<file path="src/include/btr_pkg.sv">
// Package for the trim and OTP readback register group
`default_nettype none
package btr_pkg;
    localparam int          REG_ADDR_W        = 5;
    localparam int          REG_DATA_W        = 10;
    localparam int          OTP_BITS          = 40;
    localparam int          OTP_SLICE_W       = 10;
    localparam int          OTP_IDX_W         = 6;

    localparam logic [4:0]  OFS_DELTA_LOW     = 5'h19;
    localparam logic [4:0]  OFS_DELTA_HIGH    = 5'h1A;
    localparam logic [4:0]  OFS_TEMPCO_CH1    = 5'h1B;
    localparam logic [4:0]  OFS_TEMPCO_CH2    = 5'h1C;
    localparam logic [4:0]  OFS_TEMPCO_SPARE  = 5'h1D;
    localparam logic [4:0]  OFS_OTP_WINDOW    = 5'h1E;

    localparam int          PARITY_POS        = 8;
    localparam int          HIGH_NIBBLE_LSB   = 4;
    localparam int          LOW_NIBBLE_LSB    = 0;

    localparam logic [1:0]  OTP_OP_REFRESH    = 2'h1;
    localparam logic [5:0]  OTP_LAST_IDX      = 6'h27;

    localparam logic [9:0]  RESET_WORD        = 10'h000;
    localparam logic [3:0]  RESET_NIBBLE      = 4'h0;
    localparam logic [39:0] RESET_OTP         = 40'h00_0000_0000;

    // Peak-current deltas of one buck channel, signed two's complement
    typedef struct packed {
        logic signed [3:0] peakDeltaFourth;
        logic signed [3:0] peakDeltaThird;
        logic signed [3:0] peakDeltaSecond;
        logic signed [3:0] peakDeltaFirst;
    } btr_delta_t;

    // Temperature coefficients, signed two's complement
    typedef struct packed {
        logic signed [3:0] ch2HighRangeTempco;
        logic signed [3:0] ch2LowRangeTempco;
        logic signed [3:0] ch1HighRangeTempco;
        logic signed [3:0] ch1LowRangeTempco;
    } btr_tempco_t;

    typedef struct packed {
        btr_delta_t  channelOne;
        btr_delta_t  channelTwo;
        btr_tempco_t tempco;
        logic [3:0]  spareTempco;
    } btr_trim_t;

    typedef enum logic [1:0] {
        OTP_IDLE = 2'b00,
        OTP_LOAD = 2'b01,
        OTP_DONE = 2'b11
    } btr_otp_state_t;
endpackage : btr_pkg
`default_nettype wire

</file>
<file path="src/hdl/btr_regs.sv">
// Trim readback and OTP window register group of the buck driver
`timescale 1ns/10ps
`default_nettype none

// How it works
// Bit 8 of each trim word is odd parity over its trim bits.
// Bank select 0 shows channel one deltas, 1 shows channel two deltas.
// Delta fields are 4-bit two's complement, range -8 to 7.
// Deltas are offsets from the range 5 hot trim constant, not absolute.
// Channel one tempco word: high nibble ranges 3-5, low nibble ranges 1-2.
// Channel two tempco word: high nibble ranges 3-5, low nibble ranges 1-2.
// After refresh, window shows the 10-bit OTP slice picked by 2-bit address.
// Operation code 0x1 reloads all 40 OTP bits before the window is valid.
// OTP active status stays 1 while an OTP operation runs.
// Undefined-reset trim fields come from manufacturing trim caught after reset.
// All registers read-only; writes ignored; unused bits read zero.
module btr_regs (
    input  wire logic                      ref_clk,
    input  wire logic                      arst_n,
    input  wire logic [4:0]                regAddr,
    input  wire logic                      regRead,
    input  wire logic                      regWrite,
    output logic      [9:0]                regRdData,
    output logic                           regRdValid,
    input  wire logic                      bankSel,
    input  wire logic [1:0]                otpAddr,
    input  wire logic [1:0]                otpOperation,
    input  wire logic                      otpOpStrobe,
    input  wire btr_pkg::btr_trim_t        factoryTrim,
    input  wire logic [39:0]               otpFuse,
    output logic                           otpActive
);

    function automatic logic [9:0] trimWord(input logic [7:0] bits);
        trimWord = {1'b0, ~^bits, bits};
    endfunction

    btr_pkg::btr_trim_t     trim_reg;
    logic                   trimLoaded_reg;
    btr_pkg::btr_otp_state_t otpState_reg;
    logic [5:0]             otpIdx_reg;
    logic [39:0]            otpShadow_reg;
    logic                   otpValid_reg;
    logic [9:0]             otpWindow_reg;
    logic [9:0]             otpWindow_next;
    btr_pkg::btr_delta_t    bankDelta;
    logic [9:0]             rdWord;
    logic                   refreshReq;
    logic                   readTaken;

    // Trim captured by a clocked process after reset release, not by the reset itself
    always_ff @(posedge ref_clk or negedge arst_n) begin
        if (!arst_n) begin
            trim_reg <= '0;
        end else if (!trimLoaded_reg) begin
            trim_reg <= factoryTrim;
        end
    end

    // One capture only; later changes on the trim input are ignored
    always_ff @(posedge ref_clk or negedge arst_n) begin
        if (!arst_n) begin
            trimLoaded_reg <= 1'b0;
        end else begin
            trimLoaded_reg <= 1'b1;
        end
    end

    // Refresh decode, shared by the sequencer, the index, the valid flag and busy
    assign refreshReq = otpOpStrobe && (otpOperation == btr_pkg::OTP_OP_REFRESH);

    // Sequencer: idle, a single load state held one clock per fuse bit, then a closing state
    always_ff @(posedge ref_clk or negedge arst_n) begin
        if (!arst_n) begin
            otpState_reg <= btr_pkg::OTP_IDLE;
        end else begin
            unique case (otpState_reg)
                btr_pkg::OTP_IDLE: begin
                    // Only refresh is handled here; other codes act as no operation
                    if (refreshReq) begin
                        otpState_reg <= btr_pkg::OTP_LOAD;
                    end
                end
                btr_pkg::OTP_LOAD: begin
                    if (otpIdx_reg == btr_pkg::OTP_LAST_IDX) begin
                        otpState_reg <= btr_pkg::OTP_DONE;
                    end
                end
                btr_pkg::OTP_DONE: begin
                    otpState_reg <= btr_pkg::OTP_IDLE;
                end
                default: begin
                    otpState_reg <= btr_pkg::OTP_IDLE;
                end
            endcase
        end
    end

    // Fuse bit index: cleared by a taken refresh, stepped while loading
    always_ff @(posedge ref_clk or negedge arst_n) begin
        if (!arst_n) begin
            otpIdx_reg <= '0;
        end else if (otpState_reg == btr_pkg::OTP_IDLE && refreshReq) begin
            otpIdx_reg <= '0;
        end else if (otpState_reg == btr_pkg::OTP_LOAD && otpIdx_reg != btr_pkg::OTP_LAST_IDX) begin
            otpIdx_reg <= otpIdx_reg + 6'h01;
        end
    end

    // Refresh walks the fuse array one bit per clock
    always_ff @(posedge ref_clk or negedge arst_n) begin
        if (!arst_n) begin
            otpShadow_reg <= btr_pkg::RESET_OTP;
        end else if (otpState_reg == btr_pkg::OTP_LOAD) begin
            otpShadow_reg[otpIdx_reg] <= otpFuse[otpIdx_reg];
        end
    end

    // Window stays blank from a taken refresh until every bit is in
    always_ff @(posedge ref_clk or negedge arst_n) begin
        if (!arst_n) begin
            otpValid_reg <= 1'b0;
        end else if (otpState_reg == btr_pkg::OTP_IDLE && refreshReq) begin
            otpValid_reg <= 1'b0;
        end else if (otpState_reg == btr_pkg::OTP_DONE) begin
            otpValid_reg <= 1'b1;
        end
    end

    // Busy rises with the taken strobe, so no idle gap shows before loading starts
    always_ff @(posedge ref_clk or negedge arst_n) begin
        if (!arst_n) begin
            otpActive <= 1'b0;
        end else begin
            otpActive <= (otpState_reg != btr_pkg::OTP_IDLE) || refreshReq;
        end
    end

    always_comb begin
        otpWindow_next = btr_pkg::RESET_WORD;
        if (otpValid_reg) begin
            unique case (otpAddr)
                2'h0: begin
                    otpWindow_next = otpShadow_reg[9:0];
                end
                2'h1: begin
                    otpWindow_next = otpShadow_reg[19:10];
                end
                2'h2: begin
                    otpWindow_next = otpShadow_reg[29:20];
                end
                2'h3: begin
                    otpWindow_next = otpShadow_reg[39:30];
                end
            endcase
        end
    end

    always_ff @(posedge ref_clk or negedge arst_n) begin
        if (!arst_n) begin
            otpWindow_reg <= btr_pkg::RESET_WORD;
        end else begin
            otpWindow_reg <= otpWindow_next;
        end
    end

    // Deltas pass through unaltered: signed offsets from the range 5 hot constant
    assign bankDelta = bankSel ? trim_reg.channelTwo : trim_reg.channelOne;

    always_comb begin
        rdWord = btr_pkg::RESET_WORD;
        unique case (regAddr)
            btr_pkg::OFS_DELTA_LOW: begin
                rdWord = trimWord({bankDelta.peakDeltaSecond, bankDelta.peakDeltaFirst});
            end
            btr_pkg::OFS_DELTA_HIGH: begin
                rdWord = trimWord({bankDelta.peakDeltaFourth, bankDelta.peakDeltaThird});
            end
            btr_pkg::OFS_TEMPCO_CH1: begin
                rdWord = trimWord({trim_reg.tempco.ch1HighRangeTempco,
                                   trim_reg.tempco.ch1LowRangeTempco});
            end
            btr_pkg::OFS_TEMPCO_CH2: begin
                rdWord = trimWord({trim_reg.tempco.ch2HighRangeTempco,
                                   trim_reg.tempco.ch2LowRangeTempco});
            end
            btr_pkg::OFS_TEMPCO_SPARE: begin
                rdWord = trimWord({btr_pkg::RESET_NIBBLE, trim_reg.spareTempco});
            end
            btr_pkg::OFS_OTP_WINDOW: begin
                rdWord = otpWindow_reg;
            end
            default: begin
                rdWord = btr_pkg::RESET_WORD;
            end
        endcase
    end

    // Writes never touch any register here; regWrite only suppresses a clashing read
    assign readTaken = regRead && !regWrite;

    // Valid marks exactly one cycle per taken read
    always_ff @(posedge ref_clk or negedge arst_n) begin
        if (!arst_n) begin
            regRdValid <= 1'b0;
        end else begin
            regRdValid <= readTaken;
        end
    end

    // Data holds the last answer until the next taken read
    always_ff @(posedge ref_clk or negedge arst_n) begin
        if (!arst_n) begin
            regRdData <= btr_pkg::RESET_WORD;
        end else if (readTaken) begin
            regRdData <= rdWord;
        end
    end

endmodule // btr_regs

`default_nettype wire

</file>
<file path="config.mk">
export PLATFORM = sky130hd
export DESIGN_NAME = btr_regs
export DESIGN_NICKNAME = d
export VERILOG_FILES = /design/src/include/btr_pkg.sv /design/src/hdl/btr_regs.sv
export SDC_FILE = /design/constraint.sdc
export NUM_CORES = 1
export LEC_CHECK = 0
export BUFFER_PORTS_ARGS = -buffer_cell sky130_fd_sc_hd__buf_2
export CORE_ASPECT_RATIO = 1.25
export CORE_MARGIN = 2
export CORE_UTILIZATION = 39
export CTS_CLUSTER_SIZE = 8
export DETAILED_ROUTE_END_ITERATION = 10
export PLACE_DENSITY_LB_ADDON = 0.3
export SYNTH_ARGS = -nofsm -noshare
export SYNTH_HDL_FRONTEND = slang
export SYNTH_SLANG_ARGS = --single-unit
</file>
<file path="constraint.sdc">
create_clock -name ref_clk -period 3.45 [get_ports ref_clk]
set_clock_uncertainty 0.2 [all_clocks]
set_input_delay 0.69 -clock ref_clk [delete_from_list [all_inputs] [get_ports ref_clk]]
set_output_delay 0.69 -clock ref_clk [all_outputs]
set_load 0.02 [all_outputs]
</file>
# Yosys cells after proc, flatten, opt, wreduce, memory -nomap -nowiden
# Index checks and enable logic that the tools add are counted.
word_totals:
  regBits: 124
  wordCells: 75
  input_bits: 107
  out_inout_bits: 12
classes:
  n_reduce_logical: 18
  eq_ne: 16
  order_cmp: 2
  add_sub_neg: 1
  mux: 16
op_table:
  columns: ["cell", "n"]
  rows:
  - ["$pmux 10 s6", 1]
  - ["$bwmux 40", 1]
  - ["$pmux 10 s4", 1]
  - ["$reduce_xnor 8->1", 5]
  - ["$eq 5x5->1 const B", 6]
  - ["$mux 16", 1]
  - ["$mux 6", 2]
  - ["$mux 10", 1]
  - ["$lt 6x7->1 const B", 1]
  - ["$add 6x1->6 const B", 1]
  - ["$bmux 1 s6", 1]
  - ["$demux 1 s6", 1]
  - ["$eq 2x1->1 const B", 3]
  - ["$eq 2x2->1 const B", 3]
  - ["$eq 6x6->1 const B", 1]
  - ["$ge 6x1->1 const B", 1]
  - ["$ne 6x6->1 const B", 1]
  - ["$reduce_bool 2->1", 3]
  - ["$logic_and 1x1->1", 5]
  - ["$logic_not 2->1", 2]
  - ["$mux 1", 4]
  - ["$mux 2", 2]
  - ["$ne 2x2->1 const B", 2]
  - ["$pmux 2 s2", 1]
  - ["other kinds (3)", 3]

# Depth between registers and ports, before layout
depth:
  word_depth: 5
  mapped_depth: 8
  depth_no_buf: 6

# Least setup slack after synthesis
# Ideal clock, no wire load.
synth_path:
  path_kind: "input -> register"
  startpoint: "in bankSel"
  endpoint: "reg regRdData[6]"
  setup_ps: 121
  arrival_ps: 1900
  path_stages: 8
  required_ps: 3129
  setup_slack_ps: 1229
  path_buffers: 3
  path_cell_list: "buf_2 buf_4 buf_4 mux2i_1 o22ai_1 a21oi_1 nand2_1 a22o_1"
synth_between:
  elab_chain_cells: 2
synth_lines:
  columns: ["element", "line", "source"]
  rows:
  - ["start, declared", "btr_regs.sv:25", "input wire logic bankSel,"]
  - ["$mux 16", "btr_regs.sv:168", "assign bankDelta = bankSel ? trim_reg.channelTwo : trim_reg.channelOne;"]
  - ["$pmux 10 s6", "btr_regs.sv:172", "unique case (regAddr)"]
  - ["end signal, assigned", "btr_regs.sv:214", "regRdData <= btr_pkg::RESET_WORD;"]
  - ["end signal, assigned", "btr_regs.sv:216", "regRdData <= rdWord;"]
  - ["end, declared", "btr_regs.sv:23", "output logic [9:0] regRdData,"]
# No other way between the ends.
# A chain may end at the register's enable or synchronous reset.

# Final worst setup path
layout_path:
  startpoint: "reg otpIdx_reg[1]"
  endpoint: "reg otpShadow_reg[32]"
layout_between:
  elab_chain_cells: 5
  word_cells_on_any_way: 8
  classes_between: "2 x order compare; 5 x mux; 1 x reduce/logical"
layout_lines:
  columns: ["element", "line", "source"]
  rows:
  - ["start, declared", "btr_regs.sv:41", "logic [5:0] otpIdx_reg;"]
  - ["start signal, assigned", "btr_regs.sv:106", "otpIdx_reg <= otpIdx_reg + 6'h01;"]
  - ["$lt 6x7->1 (not written as such) / $ge 6x1->1 (equally long branches)", "btr_regs.sv:115", "otpShadow_reg[otpIdx_reg] <= otpFuse[otpIdx_reg];"]
  - ["$logic_and 1x1->1 (not written as such)", "btr_regs.sv:115", null]
  - ["$mux 1 (not written as such)", "btr_regs.sv:115", null]
  - ["$demux 1 s6", "btr_regs.sv:115", null]
  - ["$bwmux 40 (*)", "btr_regs.sv:115", null]
  - ["end signal, assigned", "btr_regs.sv:113", "otpShadow_reg <= btr_pkg::RESET_OTP;"]
  - ["end signal, assigned by index", "btr_regs.sv:115", null]
  - ["end, declared", "btr_regs.sv:42", "logic [39:0] otpShadow_reg;"]
# Every way passes the cells marked *; elsewhere a longest branch is shown, timed or not. The select of a mux whose other input is x is not followed.

==> impl_metrics.toml <==
[synthesis]
synth_compound_area_share_pct = 7.30
avgSynthCellArea_sq_um = 12.2
ys_seq_area_share_pct = 48.8
yosysTopAreaCellShare_pct = 48.8
yosys.area.top_type = "dfrtp_1"
synth_simple_gate_area_share_pct = 10.3
netlist_instances = 521
synth_enable_flop_cells = 0
synth_top_family_by_area = "multiplexers"
synth_nets = 629
synth_fa_ha_area_share_pct = 0.197
synth_xor_area_share_pct = 5.65
synthMuxAreaShare_pct = 25.3
ys_types = 50
synth.area.top_cells = "dfrtp_1, mux2_2, mux4_2"
syn_area_sq_um = 6350
synth_ff_type = "dfrtp_1"
yosys_warnings = 0
async_flop_share_pct = 100
ys_seq_elements = 124

[timing]
setup_viol = 0
finalHoldViolations = 0
maxSlewHeadroom_pct = 23.5
clock.fmax_mhz = 385
period_minus_slack_ns = 2.60
drv_slew = 0
setup_tns_ns = 0
tightest_slew_ns = 1.15
rsz0062_at_grt = "false"
finalWorstSetupSlack_ns = 0.851
fin_crit_sh_pct = 75.3

[die]
die_w_microns = 118
rows = 52
start_util_pct = 39.5
core-area_sq_um = 16100
die_y_microns = 147
dieArea_sq_um = 17300
ioPinCount = 119

[cts]
worstSkewPairLatency_ns = 0.41
htreeDepth = 4
cts_setup_buffers = 0
ctsResizeCount = 0
tritoncts = "built"
cts.sinks = 124
cts_buffer_depth = 2
clkTransAtPathRegs_ns = 0.06
cts_hold_buffers = 0
cts_buffers = 17
cts_root_buf = "clkbuf_16"

[layout]
final_cells = 865
area_growth_pct = 21.4
layout_commonest_cell = "dfrtp_1"
fin_area_sq_um = 7710
fin_nets = 744
antenna_cells = 0
fin_util_pct = 48.0
largest_reg_flops = 52
final_cell_mix = "dfrtp_1, buf_2, mux2_2, nand2_1, nor2_1"
drive_gt1_share_pct = 40.7

[place]
gp_congestion = 0.872
dp_hpwl_microns = 11100
place_ws_ns = 0.844
placed_area_sq_um = 7120
io_buffers = 118
dpl.cell_count = 833

[drt]
routedWlPerCell_microns = 17.2
drc = 0
vias = 4540
routed_wl_microns = 14900
dr.pass1.iters = 6
via_per_inst = 5.25
drt-initial-drc-count = 325
ant_nets = 0

[worst_setup_path]
crit_path_frequent_cell = "mux2_2"
cp-end-kind = "register"
critPathMaxStageDelay_ns = 0.97
cp.required_ns = 3.54
critPathKind = "reg -> reg"
start_kind = "register"
crit_arrival_ns = 2.69
crit_path_max_fanout = 27
crit_chain = "mux2_2 -> a311oi_4 -> nor2_1 -> mux2_2"
crit_path_top_delay_cell = "dfrtp_1"

[run]
cap_viol_max_count = 0

[global_route]
grt_use_total_pct = 17.7
grt-ovfl-total = 0
grt_max_degree = 57
grt_pass1_wl_microns = 24300
antenna_found_initial = 0
grt_pass1_vias = 4761

[pwr]
ir_drop_mv = 0.375
power_density_nw_per_um2 = 722
leakagePower_nw = 3.37

[run_status]
status = "finished clean"

[worst_hold_path]
hp-class = "in -> async"
## layer usage
metal	share of wire, %	vias to the layer above	GRT usage [%]
met4	1.9	0	6.20
met1	41	2268	21.5
met5	0	-	0
met3	4.7	19	3.65
met2	52	138	31.2
li1	-	2115	-
## critical path, delay by kind of cell (launching register included)
| kind | cells | cell delay, ns |
|---|---|---|
| muxes | 2 | 0.73 |
| and+or+nand+nor | 1 | 0.14 |
| AOI/OAI and AO/OA | 1 | 0.42 |
| DFF | 1 | 0.97 |
## cell usage after synthesis (2+ instances only)
cell	n
dfrtp_1	124
mux2_2	85
nand2_1	40
nor2_1	34
mux2i_1	28
xnor2_1	27
a21oi_1	14
mux4_2	14
xor2_1	14
and2_1	12
clkbuf_1	11
a22oi_1	9
o21ai_0	9
buf_2	8
a31oi_1	7
nor3_1	7
o22ai_1	6
a221oi_1	5
mux2_1	5
nand3_1	5
o31ai_1	5
a22o_1	4
nor2b_1	4
nor3b_2	4
buf_4	3
buf_6	3
nand2b_1	3
nand3b_1	3
nor3b_1	3
a221o_1	2
nand4_1	2
nand4b_1	2
or3_1	2
## metrics by stage
stage / hold slack, ns / total power [mW]
final: 0.0837 / 5.57
after floorplan: 0.194 / 3.37
after detailed placement: 0.287 / 3.84
after global routing: 0.128 / 5.89
after global placement: 0.272 / 3.76
after CTS: 0.111 / 5.62
## cell type report
type                    instances  area, sq um
fillers                      1454         8360
flip-flops and latches        124         3100
multi-input cells             369         3100
repair buffers                122          636
clock buffers                  20          457
well taps                     216          270
clock inverters                12          138
inverters                       2         7.51
## path summary, 6_finish.rpt
path	start	to	slack (ns)	depth (start not counted)
setup / recovery	otpIdx_reg[1]	otpShadow_reg[32]	0.85	4
hold / removal	arst_n	trim_reg[8]	0.08	1
setup reg to reg	otpIdx_reg[1]	otpShadow_reg[32]	0.85	4
hold reg to reg	regRdData[4]	regRdData[4]	0.30	1
max in group asynchronous	arst_n	trim_reg[20]	2.21	2
min in group ref_clk	regRdData[4]	regRdData[4]	0.30	1
## power breakdown
| group | internal (mW) | switching (mW) |
|---|---|---|
| combinational | 0.798 | 0.754 |
| clock | 1.11 | 0.654 |
| sequential | 1.85 | 0.407 |
| total | 3.75 | 1.82 |
## logic make-up after synthesis
family / after synthesis
compound gates: 66
buf+inv: 28
simple gates: 128
xor+xnor: 41
fa+ha+maj: 1
flops: 124
other cells: 1
mux: 132
No activity file was read; power rests on OpenSTA's default activity.
